==> config.mk <==
export PLATFORM = sky130hd
export DESIGN_NAME = system_tick_timer
export DESIGN_NICKNAME = d
export VERILOG_FILES = /design/src/tick_pkg.sv /design/src/system_tick_timer.sv
export SDC_FILE = /design/constraint.sdc
export NUM_CORES = 1
export LEC_CHECK = 0
export BUFFER_PORTS_ARGS = -buffer_cell sky130_fd_sc_hd__buf_2
export CAP_MARGIN = 20
export CELL_PAD_IN_SITES_DETAIL_PLACEMENT = 2
export CELL_PAD_IN_SITES_GLOBAL_PLACEMENT = 2
export CORE_UTILIZATION = 30
export CTS_BUF_LIST = sky130_fd_sc_hd__clkbuf_8
export CTS_CLUSTER_DIAMETER = 60
export CTS_CLUSTER_SIZE = 16
export DETAILED_ROUTE_END_ITERATION = 16
export GPL_TIMING_DRIVEN = 1
export PLACE_DENSITY_LB_ADDON = 0.1
export SYNTH_ARGS = -nofsm -noshare
export SYNTH_HDL_FRONTEND = slang
export SYNTH_SLANG_ARGS = --single-unit
export TNS_END_PERCENT = 50
==> constraint.sdc <==
create_clock -name CORE_CLK -period 3.5 [get_ports CORE_CLK]
set_clock_uncertainty 0.05 [all_clocks]
set_input_delay 0.35 -clock CORE_CLK [delete_from_list [all_inputs] [get_ports CORE_CLK]]
set_output_delay 0.35 -clock CORE_CLK [all_outputs]
set_load 0.01 [all_outputs]
==> src/tick_pkg.sv <==
// Purpose: Shared constants for the system tick down counter
// Assumes: Classic Wishbone slave, 32-bit data, byte addresses
// Notes:   Offsets are byte addresses of aligned words
package tick_pkg;
	localparam int          CNT_W           = 24;
	localparam logic [3:0]  OFS_CTRL_STATUS = 4'h0;
	localparam logic [3:0]  OFS_RELOAD      = 4'h4;
	localparam logic [3:0]  OFS_CURRENT     = 4'h8;
	localparam logic [3:0]  OFS_IRQ_STATUS  = 4'hc;
	localparam int          OFS_MSB         = 3;
	localparam int          BIT_ENABLE      = 0;
	localparam int          BIT_EXC_EN      = 1;
	localparam int          BIT_SOURCE      = 2;
	localparam int          BIT_FLAG        = 16;
	localparam int          BIT_IRQ_ZERO    = 0;
	localparam int          BIT_IRQ_MASK    = 8;
	localparam logic [31:0] CTRL_RESET      = 32'h0000_0000;
	localparam logic [23:0] CNT_RESET       = 24'h00_0000;
	localparam logic [23:0] CNT_ONE         = 24'h00_0001;
	localparam int          SYNC_STAGES     = 3;
endpackage

==> src/system_tick_timer.sv <==
// Purpose: 24-bit wrap-on-zero down counter with reload and tick exception
// Assumes: Alternate tick clock arrives asynchronously; counted on its rising edge
// Notes:   Current value resets to zero; software should still clear it before enabling
// Function
// A 24-bit counter decrements once per selected tick and wraps through zero.
// When enabled and at zero, the next tick loads the reload value.
// The zero-reached flag in bit 16 sets on a count from 1 to 0.
// The flag is cleared by reading control/status or by any current-value write.
// A zero reload value keeps the counter at zero after reload.
// Software should clear the current value before enabling the counter.
// Source bit 2 high selects the core clock, low the alternate tick clock.
// Exception enable bit 1 makes a count to zero pend the tick exception.
// A software clear of the current value never pends the exception.
// Enable bit 0 stops the counter when low and runs it multi-shot when high.
// Reading the current value returns the counter at the sampling instant.
// Any write to the current-value register clears the counter to zero.
// Bits 31 to 24 of reload and current value read as zero.
// While disabled the counter holds and ticks affect neither flag nor exception.
//
// Added by the designer: register access over Wishbone.
`timescale 1ns/1ps
module system_tick_timer
	import tick_pkg::*;
(
	input  wire logic        CORE_CLK,
	input  wire logic        RSTN,
	input  wire logic        ALT_TICK_CLK,
	input  wire logic        WB_CYC_I,
	input  wire logic        WB_STB_I,
	input  wire logic        WB_WE_I,
	input  wire logic [3:0]  WB_ADR_I,
	input  wire logic [3:0]  WB_SEL_I,
	input  wire logic [31:0] WB_DAT_I,
	output logic      [31:0] WB_DAT_O,
	output logic             WB_ACK_O,
	output logic             TICK_PEND,
	output logic             IRQ
);

	// Three-stage synchroniser and tick selection
	logic [SYNC_STAGES-1:0] alt_sync_r;
	logic [SYNC_STAGES-1:0] alt_sync_nxt;
	logic                   alt_rise;
	logic                   core_tick;
	logic                   tick;
	logic                   step;

	// Counter state
	logic [CNT_W-1:0]       count_r;
	logic [CNT_W-1:0]       count_nxt;
	logic [CNT_W-1:0]       count_dec;
	logic                   count_is_zero;
	logic                   count_is_one;
	logic                   reload_now;
	logic                   dec_now;
	logic                   hit_zero;
	logic [CNT_W-1:0]       reload_r;

	// Control fields and their write data
	logic                   enable_r;
	logic                   exc_en_r;
	logic                   source_r;
	logic                   wdat_enable;
	logic                   wdat_exc_en;
	logic                   wdat_source;

	// Event state
	logic                   flag_r;
	logic                   flag_nxt;
	logic                   pend_r;
	logic                   pend_nxt;
	logic                   irq_stat_r;
	logic                   irq_stat_nxt;
	logic                   irq_mask_r;
	logic                   irq_level;

	// Bus decode
	logic                   req;
	logic                   wr;
	logic                   rd;
	logic [3:0]             ofs;
	logic                   sel_ctrl;
	logic                   sel_reload;
	logic                   sel_current;
	logic                   sel_irq;
	logic                   wr_ctrl;
	logic                   wr_reload;
	logic                   wr_reload_b0;
	logic                   wr_reload_b1;
	logic                   wr_reload_b2;
	logic                   wr_current;
	logic                   wr_irq;
	logic                   rd_ctrl;
	logic                   irq_clear;
	logic                   irq_mask_wr;

	// Read path
	logic                   ack_r;
	logic                   ack_nxt;
	logic [31:0]            dat_r;
	logic [31:0]            dat_nxt;
	logic [31:0]            rd_mux;
	logic [31:0]            ctrl_word;
	logic [31:0]            reload_word;
	logic [31:0]            current_word;
	logic [31:0]            irq_word;

	// A request is taken only while no acknowledge stands, so a held strobe is served every second cycle
	assign req          = WB_CYC_I & WB_STB_I & ~ack_r;
	assign wr           = req & WB_WE_I;
	assign rd           = req & ~WB_WE_I;
	assign ofs          = {WB_ADR_I[OFS_MSB:2], 2'b00};
	assign sel_ctrl     = (ofs == OFS_CTRL_STATUS);
	assign sel_reload   = (ofs == OFS_RELOAD);
	assign sel_current  = (ofs == OFS_CURRENT);
	assign sel_irq      = (ofs == OFS_IRQ_STATUS);
	assign wr_ctrl      = wr & sel_ctrl & WB_SEL_I[0];
	assign wr_reload    = wr & sel_reload;
	assign wr_reload_b0 = wr_reload & WB_SEL_I[0];
	assign wr_reload_b1 = wr_reload & WB_SEL_I[1];
	assign wr_reload_b2 = wr_reload & WB_SEL_I[2];
	// Byte enables are ignored: any write to the current value clears it
	assign wr_current   = wr & sel_current;
	assign wr_irq       = wr & sel_irq;
	assign rd_ctrl      = rd & sel_ctrl;
	assign irq_clear    = wr_irq & WB_SEL_I[0] & WB_DAT_I[BIT_IRQ_ZERO];
	assign irq_mask_wr  = wr_irq & WB_SEL_I[1];
	assign wdat_enable  = WB_DAT_I[BIT_ENABLE];
	assign wdat_exc_en  = WB_DAT_I[BIT_EXC_EN];
	assign wdat_source  = WB_DAT_I[BIT_SOURCE];

	// Only the second and third stages are compared; the first feeds the second alone
	assign alt_sync_nxt = {alt_sync_r[SYNC_STAGES-2:0], ALT_TICK_CLK};
	assign alt_rise     = alt_sync_r[SYNC_STAGES-2] & ~alt_sync_r[SYNC_STAGES-1];
	// The core clock path ticks every cycle; the alternate path once per pin rise
	assign core_tick    = 1'b1;
	assign tick         = source_r ? core_tick : alt_rise;
	assign step         = enable_r & tick;

	// Wrap detection works on the present count, before any clear
	assign count_is_zero = (count_r == CNT_RESET);
	assign count_is_one  = (count_r == CNT_ONE);
	assign count_dec     = count_r - CNT_ONE;
	assign reload_now    = step & count_is_zero;
	assign dec_now       = step & ~count_is_zero;
	assign hit_zero      = step & count_is_one;

	// A clear from software outranks a tick in the same cycle
	always_comb begin
		count_nxt = count_r;
		if (wr_current) begin
			count_nxt = CNT_RESET;
		end else if (reload_now) begin
			count_nxt = reload_r;
		end else if (dec_now) begin
			count_nxt = count_dec;
		end
	end

	// Hardware set beats the read clear; a current-value write cancels a same-cycle set
	always_comb begin
		flag_nxt = flag_r;
		if (rd_ctrl) begin
			flag_nxt = 1'b0;
		end
		if (hit_zero) begin
			flag_nxt = 1'b1;
		end
		if (wr_current) begin
			flag_nxt = 1'b0;
		end
	end

	// A software clear never reaches the pend request
	assign pend_nxt = hit_zero & exc_en_r & ~wr_current;

	// Status sets on every count to zero, whatever the exception enable; set wins
	always_comb begin
		irq_stat_nxt = irq_stat_r;
		if (irq_clear) begin
			irq_stat_nxt = 1'b0;
		end
		if (hit_zero) begin
			irq_stat_nxt = 1'b1;
		end
	end

	// Reserved control bits read as zero
	always_comb begin
		ctrl_word             = 32'h0000_0000;
		ctrl_word[BIT_ENABLE] = enable_r;
		ctrl_word[BIT_EXC_EN] = exc_en_r;
		ctrl_word[BIT_SOURCE] = source_r;
		ctrl_word[BIT_FLAG]   = flag_r;
	end

	// Interrupt word: sticky status and its mask
	always_comb begin
		irq_word               = 32'h0000_0000;
		irq_word[BIT_IRQ_ZERO] = irq_stat_r;
		irq_word[BIT_IRQ_MASK] = irq_mask_r;
	end

	// Upper byte is padded with zeros
	assign reload_word  = {{(32-CNT_W){1'b0}}, reload_r};
	assign current_word = {{(32-CNT_W){1'b0}}, count_r};

	// Every offset of the four-bit space is mapped
	always_comb begin
		rd_mux = 32'h0000_0000;
		if (sel_ctrl) begin
			rd_mux = ctrl_word;
		end else if (sel_reload) begin
			rd_mux = reload_word;
		end else if (sel_current) begin
			rd_mux = current_word;
		end else if (sel_irq) begin
			rd_mux = irq_word;
		end
	end

	// Read data stands only in the acknowledge cycle and is zero otherwise
	assign dat_nxt = rd ? rd_mux : 32'h0000_0000;
	assign ack_nxt = req;

	// Reset clears every stage, so a pin already high at reset release gives one rise after reset
	always_ff @(posedge CORE_CLK or negedge RSTN) begin
		if (!RSTN) begin
			alt_sync_r <= '0;
		end else begin
			alt_sync_r <= alt_sync_nxt;
		end
	end

	// Current value is left at zero after reset, though software still clears it first
	always_ff @(posedge CORE_CLK or negedge RSTN) begin
		if (!RSTN) begin
			count_r <= CNT_RESET;
		end else begin
			count_r <= count_nxt;
		end
	end

	always_ff @(posedge CORE_CLK or negedge RSTN) begin
		if (!RSTN) begin
			flag_r <= 1'b0;
		end else begin
			flag_r <= flag_nxt;
		end
	end

	// Control bits follow byte lane zero only
	always_ff @(posedge CORE_CLK or negedge RSTN) begin
		if (!RSTN) begin
			enable_r <= CTRL_RESET[BIT_ENABLE];
		end else if (wr_ctrl) begin
			enable_r <= wdat_enable;
		end
	end

	always_ff @(posedge CORE_CLK or negedge RSTN) begin
		if (!RSTN) begin
			exc_en_r <= CTRL_RESET[BIT_EXC_EN];
		end else if (wr_ctrl) begin
			exc_en_r <= wdat_exc_en;
		end
	end

	always_ff @(posedge CORE_CLK or negedge RSTN) begin
		if (!RSTN) begin
			source_r <= CTRL_RESET[BIT_SOURCE];
		end else if (wr_ctrl) begin
			source_r <= wdat_source;
		end
	end

	// Reload bytes follow the byte enables
	always_ff @(posedge CORE_CLK or negedge RSTN) begin
		if (!RSTN) begin
			reload_r <= CNT_RESET;
		end else begin
			if (wr_reload_b0) begin
				reload_r[7:0] <= WB_DAT_I[7:0];
			end
			if (wr_reload_b1) begin
				reload_r[15:8] <= WB_DAT_I[15:8];
			end
			if (wr_reload_b2) begin
				reload_r[23:16] <= WB_DAT_I[23:16];
			end
		end
	end

	// Pend is a single-cycle request; the exception side keeps its own pending state
	always_ff @(posedge CORE_CLK or negedge RSTN) begin
		if (!RSTN) begin
			pend_r <= 1'b0;
		end else begin
			pend_r <= pend_nxt;
		end
	end

	always_ff @(posedge CORE_CLK or negedge RSTN) begin
		if (!RSTN) begin
			irq_stat_r <= 1'b0;
		end else begin
			irq_stat_r <= irq_stat_nxt;
		end
	end

	// Mask is written from byte lane one, so a status clear can leave it alone
	always_ff @(posedge CORE_CLK or negedge RSTN) begin
		if (!RSTN) begin
			irq_mask_r <= 1'b0;
		end else if (irq_mask_wr) begin
			irq_mask_r <= WB_DAT_I[BIT_IRQ_MASK];
		end
	end

	// Acknowledge is registered: one cycle of latency, dropped even if the strobe stays
	always_ff @(posedge CORE_CLK or negedge RSTN) begin
		if (!RSTN) begin
			ack_r <= 1'b0;
		end else begin
			ack_r <= ack_nxt;
		end
	end

	always_ff @(posedge CORE_CLK or negedge RSTN) begin
		if (!RSTN) begin
			dat_r <= 32'h0000_0000;
		end else begin
			dat_r <= dat_nxt;
		end
	end

	assign irq_level = irq_stat_r & irq_mask_r;
	assign WB_ACK_O  = ack_r;
	assign WB_DAT_O  = dat_r;
	assign TICK_PEND = pend_r;
	assign IRQ       = irq_level;

endmodule // system_tick_timer

==> results.cfg <==
[timing]
setup_viol = 0
maxSlewViolCount = 0
finalCriticalPeriod_ns = 2.65
maxSlewHeadroom_pct = 48.0
tightest_slew_ns = 0.774
min_period_over_period_pct = 75.8
fin_tns_setup_ns = 0
rsz0062_at_grt = false
hold_viol_final = 0
max_freq_mhz = 377

[setup_path]
arrival_ns = 2.86
critical_path_class = flip-flop to flip-flop
crit_path_end_kind = flip-flop
required_ns = 3.71
path_cells = inv_1 > ha_1 > nand2_1 > a21oi_1 > nand4_4 > o21ai_0 > a211oi_1
critPathLaunchType = flip-flop
critPathSlowestCell = a21oi_1
worst-path-max-fanout = 15
cpPeakStageDelay_ns = 0.63

[layout]
ff_latch_area_mm2 = 0.00208
n_antenna_cell = 0
mostFrequentLayoutCells = 83 x dfrtp_1, 60 x buf_2, 43 x nor2_1
layout_commonest_cell = dfrtp_1
drive_above_1_share_pct = 27.1
final.fill_count = 1508
multiInputGateArea_mm2 = 0.00198
area_growth_pct = 14.4
final_cells = 638
fin_nets = 504

[clock_network]
clockBufferDepth = 2
cts_sinks = 83
clkTransAtPathRegs_ns = 0.08
postCtsSetupBuffers = 0
cts-buffers-inserted = 9
htreeDepth = 3
clock_latency_ns = 0.38
cts_tree = done
root_buffer = clkbuf_8
cts_resized = 0

[global_route]
grt-ovfl-total = 0
grt_max_degree = 84
grt_pass1_wl_mm = 21.3
antenna_found_initial = 0
grt_pass1_vias = 3761
globalRouteTotalUtil_pct = 19.4

[logic_synthesis]
synthArstFlopShare_pct = 100
syn-cell-area_mm2 = 0.00425
synth-seq-cells = 83
synth_top_area_share_pct = 48.9
synthCells = 401
ys_types = 60
syn_avg_cell_area_um2 = 10.6
synth_top_cell_by_area = dfrtp_1
synth_top_flop_cell = dfrtp_1
yosys_warnings = 0
synth_area_leaders = dfrtp_1 49%, mux2_2 7.4%, nor2_1 3.8%, a22oi_1 3.7%, mux2i_1 3.5%
synth_edf_count = 0
seq_area_frac_synth_pct = 48.9

[detailed_routing]
via_per_inst = 5.36
drt_pre_antenna_iters = 4
final_antenna_net_count = 0
finalWirelength_mm = 13.1
wl_per_cell_um = 20.5
num_vias = 3422
drc = 0
drt-initial-drc-count = 113

[hold_path]
hold_class = primary input to flip-flop

[placement]
place_inst = 622
place.gp.congestion = 0.798
io_buffers = 61
place_hpwl_mm = 9.21

[floorplan]
die_w_um = 121
die_area_mm2 = 0.0147
initial_core_util_pct = 30.7
core_mm2 = 0.0138
rows = 43
die_h_um = 121
ioPinCount = 81

[power]
p_leak_nw = 2.23
p_int_mw = 1.63
power_density_mw_per_mm2 = 532
switchingPower_uw = 960
p_seq_share_pct = 49.1
pwr-share-comb_pct = 28.6
swShare_pct = 37.1
pwr-share-clk_pct = 22.3
peakVddDrop_mv = 0.161

[job]
max_cap_violations = 0

[outcome]
status = finished, final reports clean
## Yosys cell counts, types with 6 or more instances
cell and n:
mux2_2 28, nand3_1 6, nor2_1 43, o22ai_1 8, o21ai_0 20, nand2_1 21
nand4_1 6, buf_4 10, dfrtp_1 83, a22oi_1 21, nor4_1 8, a21oi_1 16
mux2i_1 15, clkbuf_1 20
## flip-flops by register name, summed over array words and instances (netlist names)
register and cells:
flag_r 1, source_r 1, WB_ACK_O 1, reload_r 24, WB_DAT_O 24, count_r 24
TICK_PEND 1, alt_sync_r 3, irq_stat_r 1, enable_r 1, exc_en_r 1, irq_mask_r 1
## worst max-delay path, delay by kind of cell, from the launching register on
kind / cells / cell delay (ns)
adder cells (fa/ha/maj): 1 / 0.19
flip-flops: 1 / 0.45
AO/OA/AOI/OAI: 3 / 1.10
AND/OR/NAND/NOR: 2 / 0.56
buffers and inverters: 1 / 0.17
## cell families after synthesis
kind of cell / count (synthesis) / share of synthesized area [%]
simple gates: 128 / 17.1
compound gates: 100 / 16.3
flops: 83 / 48.9
mux: 44 / 11.5
buf+inv: 41 / 5.15
fa+ha+maj: 3 / 0.883
other cells: 1 / 0.0882
xor+xnor: 1 / 0.206
## repair_timing
action,4_1_cts,5_1_grt
setup endpoints to repair,0,0
hold buffers,0,1
endpoints found under the hold margin,0,40
## layer usage
| layer | global-route usage (%) | share of wire (%) |
|---|---|---|
| met2 | 31.3 | 48 |
| met1 | 25.4 | 47 |
| met5 | 0 | 0 |
| met3 | 3.43 | 3.0 |
| met4 | 8.80 | 2.5 |
## power groups by stage
stage	clock, mW	sequential, mW	combinational, mW
2_1_floorplan	0	1.20	0.566
3_3_place_gp	0	1.28	0.712
3_5_place_dp	0	1.29	0.738
4_1_cts	0.608	1.27	0.743
5_1_grt	0.647	1.29	0.822
6_report	0.576	1.27	0.740
## stage by stage
stage               power [mW]  setup WS [ns]  cell area (um^2)  utilization (%)  hold slack [ns]
floorplan                 1.76           1.49              4280                -          0.00441
finish                    2.59          0.845              4860             35.2           0.0305
global route              2.76          0.643              4860             35.2           0.0150
detailed placement        2.03          0.926              4680             33.9            0.286
global placement          1.99          0.981              4680             33.9            0.285
CTS                       2.62          0.904              4820             34.9          0.00948
## cell type report
class | instances | area share [%]
repair buffers | 73 | 8.65
inverters | 4 | 0.309
multi-input cells | 284 | 40.8
clock buffers | 9 | 2.55
clock inverters | 5 | 0.386
flip-flops and latches | 83 | 42.7
well taps | 180 | 4.63
## final timing paths
check | start | end | slack [ns] | cells after the start
min in group asynchronous | RSTN | reload_r[18]$_DFFE_PN0P_ | 0.46 | 2
worst max register to register | count_r[0]$_DFFE_PN0P_ | count_r[0]$_DFFE_PN0P_ | 0.85 | 7
worst max-delay path | count_r[0]$_DFFE_PN0P_ | count_r[0]$_DFFE_PN0P_ | 0.85 | 7
worst min-delay path | ALT_TICK_CLK | alt_sync_r[0]$_DFF_PN0_ | 0.03 | 1
max in group asynchronous | RSTN | reload_r[6]$_DFFE_PN0P_ | 2.33 | 3
worst min register to register | alt_sync_r[0]$_DFF_PN0_ | alt_sync_r[1]$_DFF_PN0_ | 0.30 | 0
(Power assumes the default switching activity.)
